--- config.mk ---
export PLATFORM = sky130hd
export DESIGN_NAME = mxc_core
export DESIGN_NICKNAME = d
export VERILOG_FILES = /design/src/mxc_alu.v /design/src/mxc_core.v
export VERILOG_INCLUDE_DIRS = /design/src
export SDC_FILE = /design/constraint.sdc
export NUM_CORES = 1
export LEC_CHECK = 0
export CAP_MARGIN = 10
export CORE_ASPECT_RATIO = 0.8
export CORE_UTILIZATION = 45
export CTS_CLUSTER_SIZE = 10
export DETAILED_ROUTE_END_ITERATION = 6
export DONT_BUFFER_PORTS = 1
export PLACE_DENSITY = 0.57
export SKIP_LAST_GASP = 1
export SYNTH_ARGS = -nofsm -noshare
export SYNTH_HDL_FRONTEND = slang
export SYNTH_SLANG_ARGS = --single-unit
--- constraint.sdc ---
create_clock -name pclk -period 4.71 [get_ports pclk]
set_input_delay 0.7065 -clock pclk [delete_from_list [all_inputs] [get_ports pclk]]
set_output_delay 0.7065 -clock pclk [all_outputs]
set_load 0.02 [all_outputs]
--- src/mxc_map.vh ---
`ifndef MXC_MAP_VH
`define MXC_MAP_VH

// Register offsets on the APB bus
`define MXC_OFS_CTRL    8'h00
`define MXC_OFS_STATUS  8'h04
`define MXC_OFS_WREG    8'h08
`define MXC_OFS_PC      8'h0C

// Control register fields and reset value
`define MXC_CTRL_RUN    0
`define MXC_CTRL_WDTEN  1
`define MXC_CTRL_RST    2'h1

// Status register field positions
`define MXC_ST_CARRY    0
`define MXC_ST_HALF     1
`define MXC_ST_ZERO     2
`define MXC_ST_WRAP     3
`define MXC_ST_SIGNED   4
`define MXC_ST_GIE      5
`define MXC_ST_EXPIRED  6
`define MXC_ST_SLEEP    7

// Instruction word fields
`define MXC_OP_HI       15
`define MXC_OP_LO       11
`define MXC_SUB_LOAD    8
`define MXC_SUB_IRQX    9

// Opcodes
`define MXC_OP_IDLE     5'h00
`define MXC_OP_ADD      5'h01
`define MXC_OP_ADDI     5'h02
`define MXC_OP_SUM_TO_MEM     5'h03
`define MXC_OP_ADC      5'h04
`define MXC_OP_CARRY_SUM_TO_MEM     5'h05
`define MXC_OP_AND      5'h06
`define MXC_OP_ANDI     5'h07
`define MXC_OP_AND_TO_MEM     5'h08
`define MXC_OP_OR       5'h09
`define MXC_OP_ORI      5'h0A
`define MXC_OP_ORM      5'h0B
`define MXC_OP_ZERO     5'h0C
`define MXC_OP_ZEROB    5'h0D
`define MXC_OP_SYS      5'h0E
`define MXC_OP_CPL      5'h0F
`define MXC_OP_COMPLEMENT_TO_WREG     5'h10
`define MXC_OP_BCD      5'h11
`define MXC_OP_DEC      5'h12
`define MXC_OP_MINUS_ONE_TO_WREG     5'h13
`define MXC_OP_INC      5'h14
`define MXC_OP_PLUS_ONE_TO_WREG     5'h15
`define MXC_OP_ROL      5'h16
`define MXC_OP_ROLA     5'h17
`define MXC_OP_ROLC     5'h18
`define MXC_OP_MOVA     5'h19
`define MXC_OP_MOVI     5'h1A
`define MXC_OP_MOVM     5'h1B
`define MXC_OP_BACK     5'h1C
`define MXC_OP_CALL     5'h1D
`define MXC_OP_GOTO     5'h1E

// Reset values and vectors
`define MXC_RST_PC      11'h000
`define MXC_IRQ_VEC     11'h004

// Timing: last clock count of an instruction cycle, watchdog prescale
`define MXC_CYC_CLKS    2'h3
`define MXC_WDT_PRE     8'hFF

`endif

--- src/mxc_alu.v ---
`timescale 1ns/1ps
`default_nettype none
`include "mxc_map.vh"

module mxc_alu (
    input  wire [4:0] op,
    input  wire [7:0] wreg_in,
    input  wire [7:0] mem_in,
    input  wire [7:0] imm_in,
    input  wire [2:0] bit_sel,
    input  wire       carry_in,
    input  wire       half_in,
    output reg  [7:0] result,
    output reg        carry_out,
    output reg        half_out,
    output reg        wrap_out,
    output reg        sgn_out,
    output reg        upd_arith,
    output reg        upd_zero,
    output reg        upd_carry
);

    reg [7:0] addend;
    reg       cin;
    reg [8:0] sum9;
    reg [8:0] bcd9;
    reg [4:0] sum5;
    reg       lo_fix;
    reg       hi_fix;

    ////////////////////////////////////////////////////////////////////
    // Shared adder, immediate forms pick the literal as second operand
    always @* begin
        addend = (op == `MXC_OP_ADDI) ? imm_in : mem_in;
        cin = (op == `MXC_OP_ADC || op == `MXC_OP_CARRY_SUM_TO_MEM) ? carry_in : 1'b0;
        sum9 = {1'b0, wreg_in} + {1'b0, addend} + {8'h00, cin};
        sum5 = {1'b0, wreg_in[3:0]} + {1'b0, addend[3:0]} + {4'h0, cin};
        lo_fix = (wreg_in[3:0] > 4'h9) | half_in;
        hi_fix = (wreg_in[7:4] > 4'h9) | carry_in;
    end

    ////////////////////////////////////////////////////////////////////
    // Result and flag selection per opcode
    always @* begin
        result    = 8'h00;
        carry_out = carry_in;
        half_out  = 1'b0;
        wrap_out  = 1'b0;
        sgn_out   = 1'b0;
        upd_arith = 1'b0;
        upd_zero  = 1'b0;
        upd_carry = 1'b0;
        bcd9      = 9'h000;
        case (op)
            `MXC_OP_ADD, `MXC_OP_ADDI, `MXC_OP_SUM_TO_MEM,
            `MXC_OP_ADC, `MXC_OP_CARRY_SUM_TO_MEM: begin
                result    = sum9[7:0];
                carry_out = sum9[8];
                half_out  = sum5[4];
                // Wrap when both operands share a sign the sum lacks
                wrap_out  = (wreg_in[7] == addend[7]) &&
                            (sum9[7] != wreg_in[7]);
                sgn_out   = wrap_out ^ sum9[7];           // True sign
                upd_arith = 1'b1;
            end
            `MXC_OP_AND, `MXC_OP_AND_TO_MEM: begin
                result   = wreg_in & mem_in;
                upd_zero = 1'b1;
            end
            `MXC_OP_ANDI: begin
                result   = wreg_in & imm_in;
                upd_zero = 1'b1;
            end
            `MXC_OP_OR, `MXC_OP_ORM: begin
                result   = wreg_in | mem_in;
                upd_zero = 1'b1;
            end
            `MXC_OP_ORI: begin
                result   = wreg_in | imm_in;
                upd_zero = 1'b1;
            end
            `MXC_OP_ZERO:  result = 8'h00;
            `MXC_OP_ZEROB: result = mem_in & ~(8'h01 << bit_sel);
            `MXC_OP_CPL, `MXC_OP_COMPLEMENT_TO_WREG: begin
                result   = ~mem_in;
                upd_zero = 1'b1;
            end
            `MXC_OP_BCD: begin
                // Adjust is a plain add of 00, 06, 60 or 66 hex
                bcd9 = {1'b0, wreg_in} +
                       {1'b0, (hi_fix ? 4'h6 : 4'h0), (lo_fix ? 4'h6 : 4'h0)};
                result    = bcd9[7:0];
                carry_out = carry_in | hi_fix | bcd9[8];
                upd_carry = 1'b1;
            end
            `MXC_OP_DEC, `MXC_OP_MINUS_ONE_TO_WREG: begin
                result   = mem_in - 8'h01;
                upd_zero = 1'b1;
            end
            `MXC_OP_INC, `MXC_OP_PLUS_ONE_TO_WREG: begin
                result   = mem_in + 8'h01;
                upd_zero = 1'b1;
            end
            `MXC_OP_ROL, `MXC_OP_ROLA:
                result = {mem_in[6:0], mem_in[7]};
            `MXC_OP_ROLC: begin
                result    = {mem_in[6:0], carry_in};
                carry_out = mem_in[7];
                upd_carry = 1'b1;
            end
            `MXC_OP_MOVA: result = mem_in;
            `MXC_OP_MOVI: result = imm_in;
            `MXC_OP_MOVM: result = wreg_in;
            default:      result = 8'h00;
        endcase
    end

endmodule // mxc_alu

`default_nettype wire

--- src/mxc_core.v ---
`timescale 1ns/1ps
`default_nettype none
`include "mxc_map.vh"

module mxc_core (
    input  wire        pclk,
    input  wire        presetn,
    input  wire        psel,
    input  wire        penable,
    input  wire        pwrite,
    input  wire [7:0]  paddr,
    input  wire [31:0] pwdata,
    output reg  [31:0] prdata,
    output reg         pready,
    output reg         pslverr,
    output reg  [10:0] pm_addr,
    input  wire [15:0] pm_data,
    output reg  [7:0]  dm_addr,
    output reg  [7:0]  dm_wdata,
    output reg         dm_we,
    input  wire [7:0]  dm_rdata,
    input  wire        irq_req,
    input  wire        wake_req,
    output reg         sys_clk_en
);

    localparam S_FETCH  = 3'h0;
    localparam S_DECODE = 3'h1;
    localparam S_EXEC   = 3'h2;
    localparam S_WRITE  = 3'h3;
    localparam S_DUMMY  = 3'h4;
    localparam S_HALT   = 3'h5;

    reg [2:0]  state;
    reg [1:0]  cnt;
    reg [15:0] ir;
    reg [10:0] pc;
    reg [7:0]  working_register;
    reg        carry_flag;
    reg        half_carry_flag;
    reg        zero_flag;
    reg        arith_wrap_flag;
    reg        signed_carry_flag;
    reg        global_irq_enable;
    reg        sleep_flag;
    reg        expired_flag;
    reg        dbl_cycle;
    reg        halt_pend;
    reg [10:0] stack_mem [0:7];
    reg [2:0]  sp;
    reg [7:0]  wdt_pre;
    reg [7:0]  watchdog_counter;
    reg [1:0]  ctrl;

    wire [4:0] op;
    wire [7:0] alu_res;
    wire       alu_c;
    wire       alu_ac;
    wire       alu_ov;
    wire       alu_sc;
    wire       upd_arith;
    wire       upd_zero;
    wire       upd_carry;
    wire       in_exec;
    wire       wdt_clr;
    wire [7:0] status_byte;

    assign op      = ir[`MXC_OP_HI:`MXC_OP_LO];
    assign in_exec = (state == S_EXEC);
    // Both clear-watchdog and halt restart the watchdog
    assign wdt_clr = in_exec && (op == `MXC_OP_SYS);

    ////////////////////////////////////////////////////////////////////
    // Destination decode, used by write-back only; flags follow the ALU update strobes
    function to_mem;
        input [4:0] code;
        begin
            case (code)
                `MXC_OP_SUM_TO_MEM, `MXC_OP_CARRY_SUM_TO_MEM, `MXC_OP_AND_TO_MEM, `MXC_OP_ORM,
                `MXC_OP_ZERO, `MXC_OP_ZEROB, `MXC_OP_CPL, `MXC_OP_BCD,
                `MXC_OP_DEC, `MXC_OP_INC, `MXC_OP_ROL, `MXC_OP_ROLC,
                `MXC_OP_MOVM: to_mem = 1'b1;
                default:      to_mem = 1'b0;
            endcase
        end
    endfunction

    function to_wreg;
        input [4:0] code;
        begin
            case (code)
                `MXC_OP_ADD, `MXC_OP_ADDI, `MXC_OP_ADC, `MXC_OP_AND,
                `MXC_OP_ANDI, `MXC_OP_OR, `MXC_OP_ORI, `MXC_OP_COMPLEMENT_TO_WREG,
                `MXC_OP_MINUS_ONE_TO_WREG, `MXC_OP_PLUS_ONE_TO_WREG, `MXC_OP_ROLA, `MXC_OP_MOVA,
                `MXC_OP_MOVI: to_wreg = 1'b1;
                default:      to_wreg = 1'b0;
            endcase
        end
    endfunction

    ////////////////////////////////////////////////////////////////////
    // Arithmetic and logic unit
    mxc_alu u_alu (
        .op        (op),
        .wreg_in   (working_register),
        .mem_in    (dm_rdata),
        .imm_in    (ir[7:0]),
        .bit_sel   (ir[10:8]),
        .carry_in  (carry_flag),
        .half_in   (half_carry_flag),
        .result    (alu_res),
        .carry_out (alu_c),
        .half_out  (alu_ac),
        .wrap_out  (alu_ov),
        .sgn_out   (alu_sc),
        .upd_arith (upd_arith),
        .upd_zero  (upd_zero),
        .upd_carry (upd_carry)
    );

    ////////////////////////////////////////////////////////////////////
    // Sequencer: fetch, decode, execute, write; four clocks a cycle
    always @(posedge pclk or negedge presetn) begin
        if (!presetn) begin
            state             <= S_FETCH;
            cnt               <= 2'h0;
            ir                <= 16'h0000;
            pc                <= `MXC_RST_PC;
            pm_addr           <= 11'h000;
            dm_addr           <= 8'h00;
            dm_wdata          <= 8'h00;
            dm_we             <= 1'b0;
            sys_clk_en        <= 1'b1;
            sp                <= 3'h0;
            working_register  <= 8'h00;
            carry_flag        <= 1'b0;
            half_carry_flag   <= 1'b0;
            zero_flag         <= 1'b0;
            arith_wrap_flag   <= 1'b0;
            signed_carry_flag <= 1'b0;
            global_irq_enable <= 1'b0;
            sleep_flag        <= 1'b0;
            dbl_cycle         <= 1'b0;
            halt_pend         <= 1'b0;
        end else begin
            case (state)
                S_FETCH: begin
                    dbl_cycle <= 1'b0;
                    halt_pend <= 1'b0;
                    if (irq_req && global_irq_enable) begin
                        // Entry is checked first, so a request left
                        // pending across an interrupt return wins
                        stack_mem[sp]     <= pc;
                        sp                <= sp + 3'h1;
                        pc                <= `MXC_IRQ_VEC;
                        global_irq_enable <= 1'b0;
                        cnt               <= 2'h0;
                        state             <= S_DUMMY;
                    end else if (ctrl[`MXC_CTRL_RUN]) begin
                        pm_addr <= pc;
                        state   <= S_DECODE;
                    end
                end
                S_DECODE: begin
                    ir      <= pm_data;
                    dm_addr <= pm_data[7:0];
                    pc      <= pc + 11'h001;
                    state   <= S_EXEC;
                end
                S_EXEC: begin
                    // Memory is written only by memory forms
                    dm_we    <= to_mem(op);
                    dm_wdata <= alu_res;
                    if (to_wreg(op))
                        working_register <= alu_res;
                    if (upd_arith) begin
                        carry_flag        <= alu_c;
                        half_carry_flag   <= alu_ac;
                        arith_wrap_flag   <= alu_ov;
                        signed_carry_flag <= alu_sc;
                    end
                    if (upd_carry)
                        carry_flag <= alu_c;
                    if (upd_arith || upd_zero)
                        zero_flag <= (alu_res == 8'h00);
                    case (op)
                        `MXC_OP_CALL: begin
                            stack_mem[sp] <= pc;
                            sp            <= sp + 3'h1;
                            pc            <= ir[10:0];
                            dbl_cycle     <= 1'b1;
                        end
                        `MXC_OP_GOTO: begin
                            pc        <= ir[10:0];
                            dbl_cycle <= 1'b1;
                        end
                        `MXC_OP_BACK: begin
                            sp <= sp - 3'h1;
                            pc <= stack_mem[sp - 3'h1];
                            if (ir[`MXC_SUB_LOAD])
                                working_register <= ir[7:0];
                            if (ir[`MXC_SUB_IRQX])
                                global_irq_enable <= 1'b1;
                        end
                        `MXC_OP_SYS: begin
                            sleep_flag <= ir[`MXC_SUB_LOAD];
                            halt_pend  <= ir[`MXC_SUB_LOAD];
                        end
                        default: dbl_cycle <= 1'b0;
                    endcase
                    state <= S_WRITE;
                end
                S_WRITE: begin
                    dm_we <= 1'b0;
                    cnt   <= 2'h0;
                    if (halt_pend) begin
                        sys_clk_en <= 1'b0;
                        state      <= S_HALT;
                    end else if (dbl_cycle) begin
                        state <= S_DUMMY;
                    end else begin
                        state <= S_FETCH;
                    end
                end
                S_DUMMY: begin
                    // Idle instruction cycle while the new address loads
                    cnt <= cnt + 2'h1;
                    if (cnt == `MXC_CYC_CLKS)
                        state <= S_FETCH;
                end
                S_HALT: begin
                    // Sequencer registers and memory simply hold while asleep
                    if (wake_req || expired_flag) begin
                        sys_clk_en <= 1'b1;
                        state      <= S_FETCH;
                    end
                end
                default: state <= S_FETCH;
            endcase
        end
    end

    ////////////////////////////////////////////////////////////////////
    // Watchdog: prescaler then counter; expiry sets the sticky flag.
    // Keeps running while halted, since it is what wakes a lost core.
    always @(posedge pclk or negedge presetn) begin
        if (!presetn) begin
            wdt_pre          <= 8'h00;
            watchdog_counter <= 8'h00;
            expired_flag     <= 1'b0;
        end else begin
            if (wdt_clr || !ctrl[`MXC_CTRL_WDTEN]) begin
                wdt_pre          <= 8'h00;
                watchdog_counter <= 8'h00;
            end else if (wdt_pre == `MXC_WDT_PRE) begin
                wdt_pre          <= 8'h00;
                watchdog_counter <= watchdog_counter + 8'h01;
            end else begin
                wdt_pre <= wdt_pre + 8'h01;
            end
            // Expiry in the same clock as a clear still sets the flag
            if (ctrl[`MXC_CTRL_WDTEN] &&
                wdt_pre == `MXC_WDT_PRE && watchdog_counter == 8'hFF)
                expired_flag <= 1'b1;
            else if (wdt_clr)
                expired_flag <= 1'b0;
        end
    end

    ////////////////////////////////////////////////////////////////////
    // APB slave: zero-wait answer, registered read data
    assign status_byte = {sleep_flag, expired_flag, global_irq_enable,
                          signed_carry_flag, arith_wrap_flag, zero_flag,
                          half_carry_flag, carry_flag};

    always @(posedge pclk or negedge presetn) begin
        if (!presetn) begin
            ctrl    <= `MXC_CTRL_RST;
            prdata  <= 32'h00000000;
            pready  <= 1'b0;
            pslverr <= 1'b0;
        end else begin
            // Setup phase prepares the answer for the access phase
            pready  <= psel && !penable;
            pslverr <= 1'b0;
            prdata  <= 32'h00000000;
            if (psel && !penable) begin
                case (paddr)
                    `MXC_OFS_CTRL:   prdata <= {30'h0, ctrl};
                    `MXC_OFS_STATUS: prdata <= {24'h0, status_byte};
                    `MXC_OFS_WREG:   prdata <= {24'h0, working_register};
                    `MXC_OFS_PC:     prdata <= {21'h0, pc};
                    default:         pslverr <= 1'b1;
                endcase
            end
            // Writes land only on the completing access edge
            if (psel && penable && pready && pwrite &&
                paddr == `MXC_OFS_CTRL)
                ctrl <= pwdata[1:0];
        end
    end

endmodule // mxc_core

`default_nettype wire

==> metrics.cfg <==
[outcome]
run_status = completed

[clock_network]
tritoncts = built
postCtsHoldBufs = 1
post_cts_resized = 0
clock_tree.root_cell = sky130_fd_sc_hd__clkbuf_16
postCtsSetupBuffers = 0
cts_num_sinks = 193
clk_latency_ps = 450
maximum_clock_insertion_buffer_count = 2
cts_htree_levels = 4
clk_pin_slew_worst_paths_ps = 90
cts_buffers = 17

[power_and_ir_drop]
power_leakage_uw = 0.00460
peakVddDrop_uv = 433
cellPowerDensity_nw_per_um2 = 680
power_uw = 7840

[cells_and_area]
instances_no_fill = 1260
final_common_cell = sky130_fd_sc_hd__dfrtp_1
final_net_count = 1044
n_fill_cell = 2055
layout.cells.most_common_list = sky130_fd_sc_hd__dfrtp_1, sky130_fd_sc_hd__nand2_1, sky130_fd_sc_hd__edfxtp_1
areaGrowthSynthToFinish_pct = 8.49
layout-drive-gt1-share_pct = 15.6
n_antenna_cell = 0

[detailed_routing]
drt-pass1-iter-count = 5
post_drt_via_cell_ratio = 5.98
drt_iter0_drc = 784
wl_per_cell_um = 22.4
post-route-drc-count = 0
route.final.wire_length_um = 28200
vias = 7533
antenna_violating_nets_post_route = 0

[logic_synthesis]
post-synth-top-area-fraction_pct = 24.9
parity_gate_share_of_the_synthesized_area_counting_xor_and_xnor_cells_pct = 2.88
synth_compound_area_share_pct = 13.6
simple_gate_share_of_the_synthesized_area_pct = 14.2
most_used_flip_flop_cell_after_synthesis = sky130_fd_sc_hd__dfrtp_1
postSynthRegisterBits = 193
yosys-top-cells-area = sky130_fd_sc_hd__edfxtp_1, sky130_fd_sc_hd__dfrtp_1, sky130_fd_sc_hd__mux4_2
synth_adder_area_share_pct = 4.05
synthCells = 952
synth_mux_area_share_pct = 10.2
synthArstFlopShare_pct = 54.4
syn_area_per_cell_sq_um = 11.2
yosys_warnings = 0
synth-edff-count = 88
netlist.top_cell.by_area = sky130_fd_sc_hd__edfxtp_1
synth_top_family_by_area = simple AND/OR/NAND/NOR gates
synth_sequential_area_ratio_pct = 49.6
synth.cell_area_sq_um = 10600
netlist-cell-type-count = 86

[placement]
dp.cells = 1227
port_buffers = 0
globalplace.congestion = 0.938
dp_hpwl_um = 19700
pre_cts_ws_ps = 976

[worst_setup_path]
worst_ep_arrival_time_ps = 4200
cp_data_required_time_ps = 5080
cp-startpoint = ir[11]$_DFFE_PN0P_
reg2reg_setup_slack_ps = 880
worst_setup_path_start_kind = flip-flop
crit_fanout = 8
endpoint_kind = flip-flop
worstReg2RegStart = ir[11]$_DFFE_PN0P_
worst-setup-path-type = flip-flop to flip-flop

[global_routing]
grt_pass1_wl_um = 43800
overflow = 0
first_global_vias = 7090
grt_max_degree = 104
grt_use_total_pct = 24.2
antenna_found_initial = 0

[worst_hold_path]
hp-class = primary input to async pin

[floorplanning]
core-area_sq_um = 22800
floorplan.initialDensity_pct = 46.6
boundaryPins = 134
width_of_the_die_um = 174
core.rowCount = 49
die-area_sq_um = 24200
dieHeight_um = 139

[timing]
timing.slew.headroom_pct = 33.4
period_needed_ps = 3830
max_freq_ghz = 0.261
timing.final.ws_setup_ps = 877
finalMaxSlewViolations = 0
worst_pin_slew_ps = 998
worst_clock_skew_ps = 17.6
final_min_period_over_clock_period_pct = 81.4
final_setup_violating_endpoints = 0
timing.setup.tns_ps = 0
rsz0062_at_grt = false
finalHoldViolations = 0
holdWs_ps = 97.9

[flow_run]
cap_viol_max_count = 0

worst paths after layout:
check,end,cells past startpoint
worst max-delay path,zero_flag$_DFFE_PN0P_,14
worst min-delay path,ctrl[0]$_DFFE_PN1P_,0
worst max register to register,zero_flag$_DFFE_PN0P_,14
worst min register to register,wdt_pre[0]$_DFF_PN0_,1
max in group asynchronous,pm_addr[9]$_DFFE_PN0P_,1
min in group pclk,global_irq_enable$_DFFE_PN0P_,1
through the flow:
step | area (sq um) | util (%)
after floorplan | 10700 | -
after global placement | 10900 | 47.6
after detailed placement | 10900 | 47.6
after CTS | 11500 | 50.6
after global routing | 11500 | 50.6
final | 11500 | 50.6
where the power goes:
part	internal, uW	switching, uW	total, uW
Sequential	2110	683	2800
Clock	786	780	1570
Combinational	1470	2010	3480
Total	4370	3470	7840
cells in the mapped netlist (5+ instances only):
master / n
sky130_fd_sc_hd__nor2b_1: 8
sky130_fd_sc_hd__a21oi_1: 30
sky130_fd_sc_hd__xnor2_1: 19
sky130_fd_sc_hd__nor2_1: 81
sky130_fd_sc_hd__o211ai_1: 5
sky130_fd_sc_hd__mux2_2: 33
sky130_fd_sc_hd__and3_1: 12
sky130_fd_sc_hd__edfxtp_1: 88
sky130_fd_sc_hd__a22oi_1: 11
sky130_fd_sc_hd__a21o_1: 9
sky130_fd_sc_hd__dfrtp_1: 103
sky130_fd_sc_hd__nand4_1: 6
sky130_fd_sc_hd__mux4_2: 25
sky130_fd_sc_hd__buf_4: 32
sky130_fd_sc_hd__xor2_1: 16
sky130_fd_sc_hd__or3_1: 7
sky130_fd_sc_hd__o22ai_1: 5
sky130_fd_sc_hd__a32oi_1: 7
sky130_fd_sc_hd__a221oi_1: 8
sky130_fd_sc_hd__o21ai_0: 56
sky130_fd_sc_hd__nand2_1: 98
sky130_fd_sc_hd__nand4b_1: 5
sky130_fd_sc_hd__nand2b_1: 13
sky130_fd_sc_hd__a211oi_1: 7
sky130_fd_sc_hd__mux2i_1: 12
sky130_fd_sc_hd__nor3_1: 16
sky130_fd_sc_hd__ha_1: 28
sky130_fd_sc_hd__a22o_1: 10
sky130_fd_sc_hd__buf_6: 5
sky130_fd_sc_hd__nand3_1: 26
sky130_fd_sc_hd__nand3b_1: 6
sky130_fd_sc_hd__inv_1: 24
sky130_fd_sc_hd__buf_2: 13
sky130_fd_sc_hd__clkbuf_1: 30
critical path, stage by stage (launching register included):
cell and delay [ps]:
sky130_fd_sc_hd__dfrtp_1 420, sky130_fd_sc_hd__inv_1 150, sky130_fd_sc_hd__ha_1 380, sky130_fd_sc_hd__nor2_1 100
sky130_fd_sc_hd__nor2_1 170, sky130_fd_sc_hd__nand3_1 110, sky130_fd_sc_hd__fa_1 460, sky130_fd_sc_hd__fa_1 450
sky130_fd_sc_hd__nand2b_1 200, sky130_fd_sc_hd__a211oi_1 290, sky130_fd_sc_hd__o21ai_0 180, sky130_fd_sc_hd__nand3b_1 110
sky130_fd_sc_hd__nor4b_2 410, sky130_fd_sc_hd__nand2_1 120, sky130_fd_sc_hd__o31ai_2 210
layout make-up:
cell class,instances,area (sq um),area share (%)
flip-flops and latches,193,5270,45.7
multi-input cells,672,4880,42.3
clock buffers,17,425,3.69
well taps,306,383,3.32
repair buffers,31,253,2.19
clock inverters,15,225,1.95
inverters,26,97.6,0.846
registers in the layout (all words and copies together), names as in the netlist, 7 cells and up:
signal	cells
prdata	11
watchdog_counter	8
dm_addr	7
wdt_pre	8
ir	9
pc	11
dm_wdata	8
pm_addr	11
working_register	8
stack_mem	88
kinds of logic after synthesis:
kind of cell | count (synthesis)
and+or+nand+nor | 306
buffers and inverters | 107
DFF | 193
adders and majority gates | 32
AOI/OAI and AO/OA | 206
xor gates and xnor gates | 35
muxes | 72
other | 1
per-layer routing:
layer	part of all wire (%)	vias to the layer above	global-route usage, %
met3	8.4	19	5.55
met4	0.85	0	5.68
met5	0	-	0
met1	49	3718	38.0
met2	41	327	33.5
li1	-	3469	-
No activity file was read; power rests on OpenSTA's default activity.
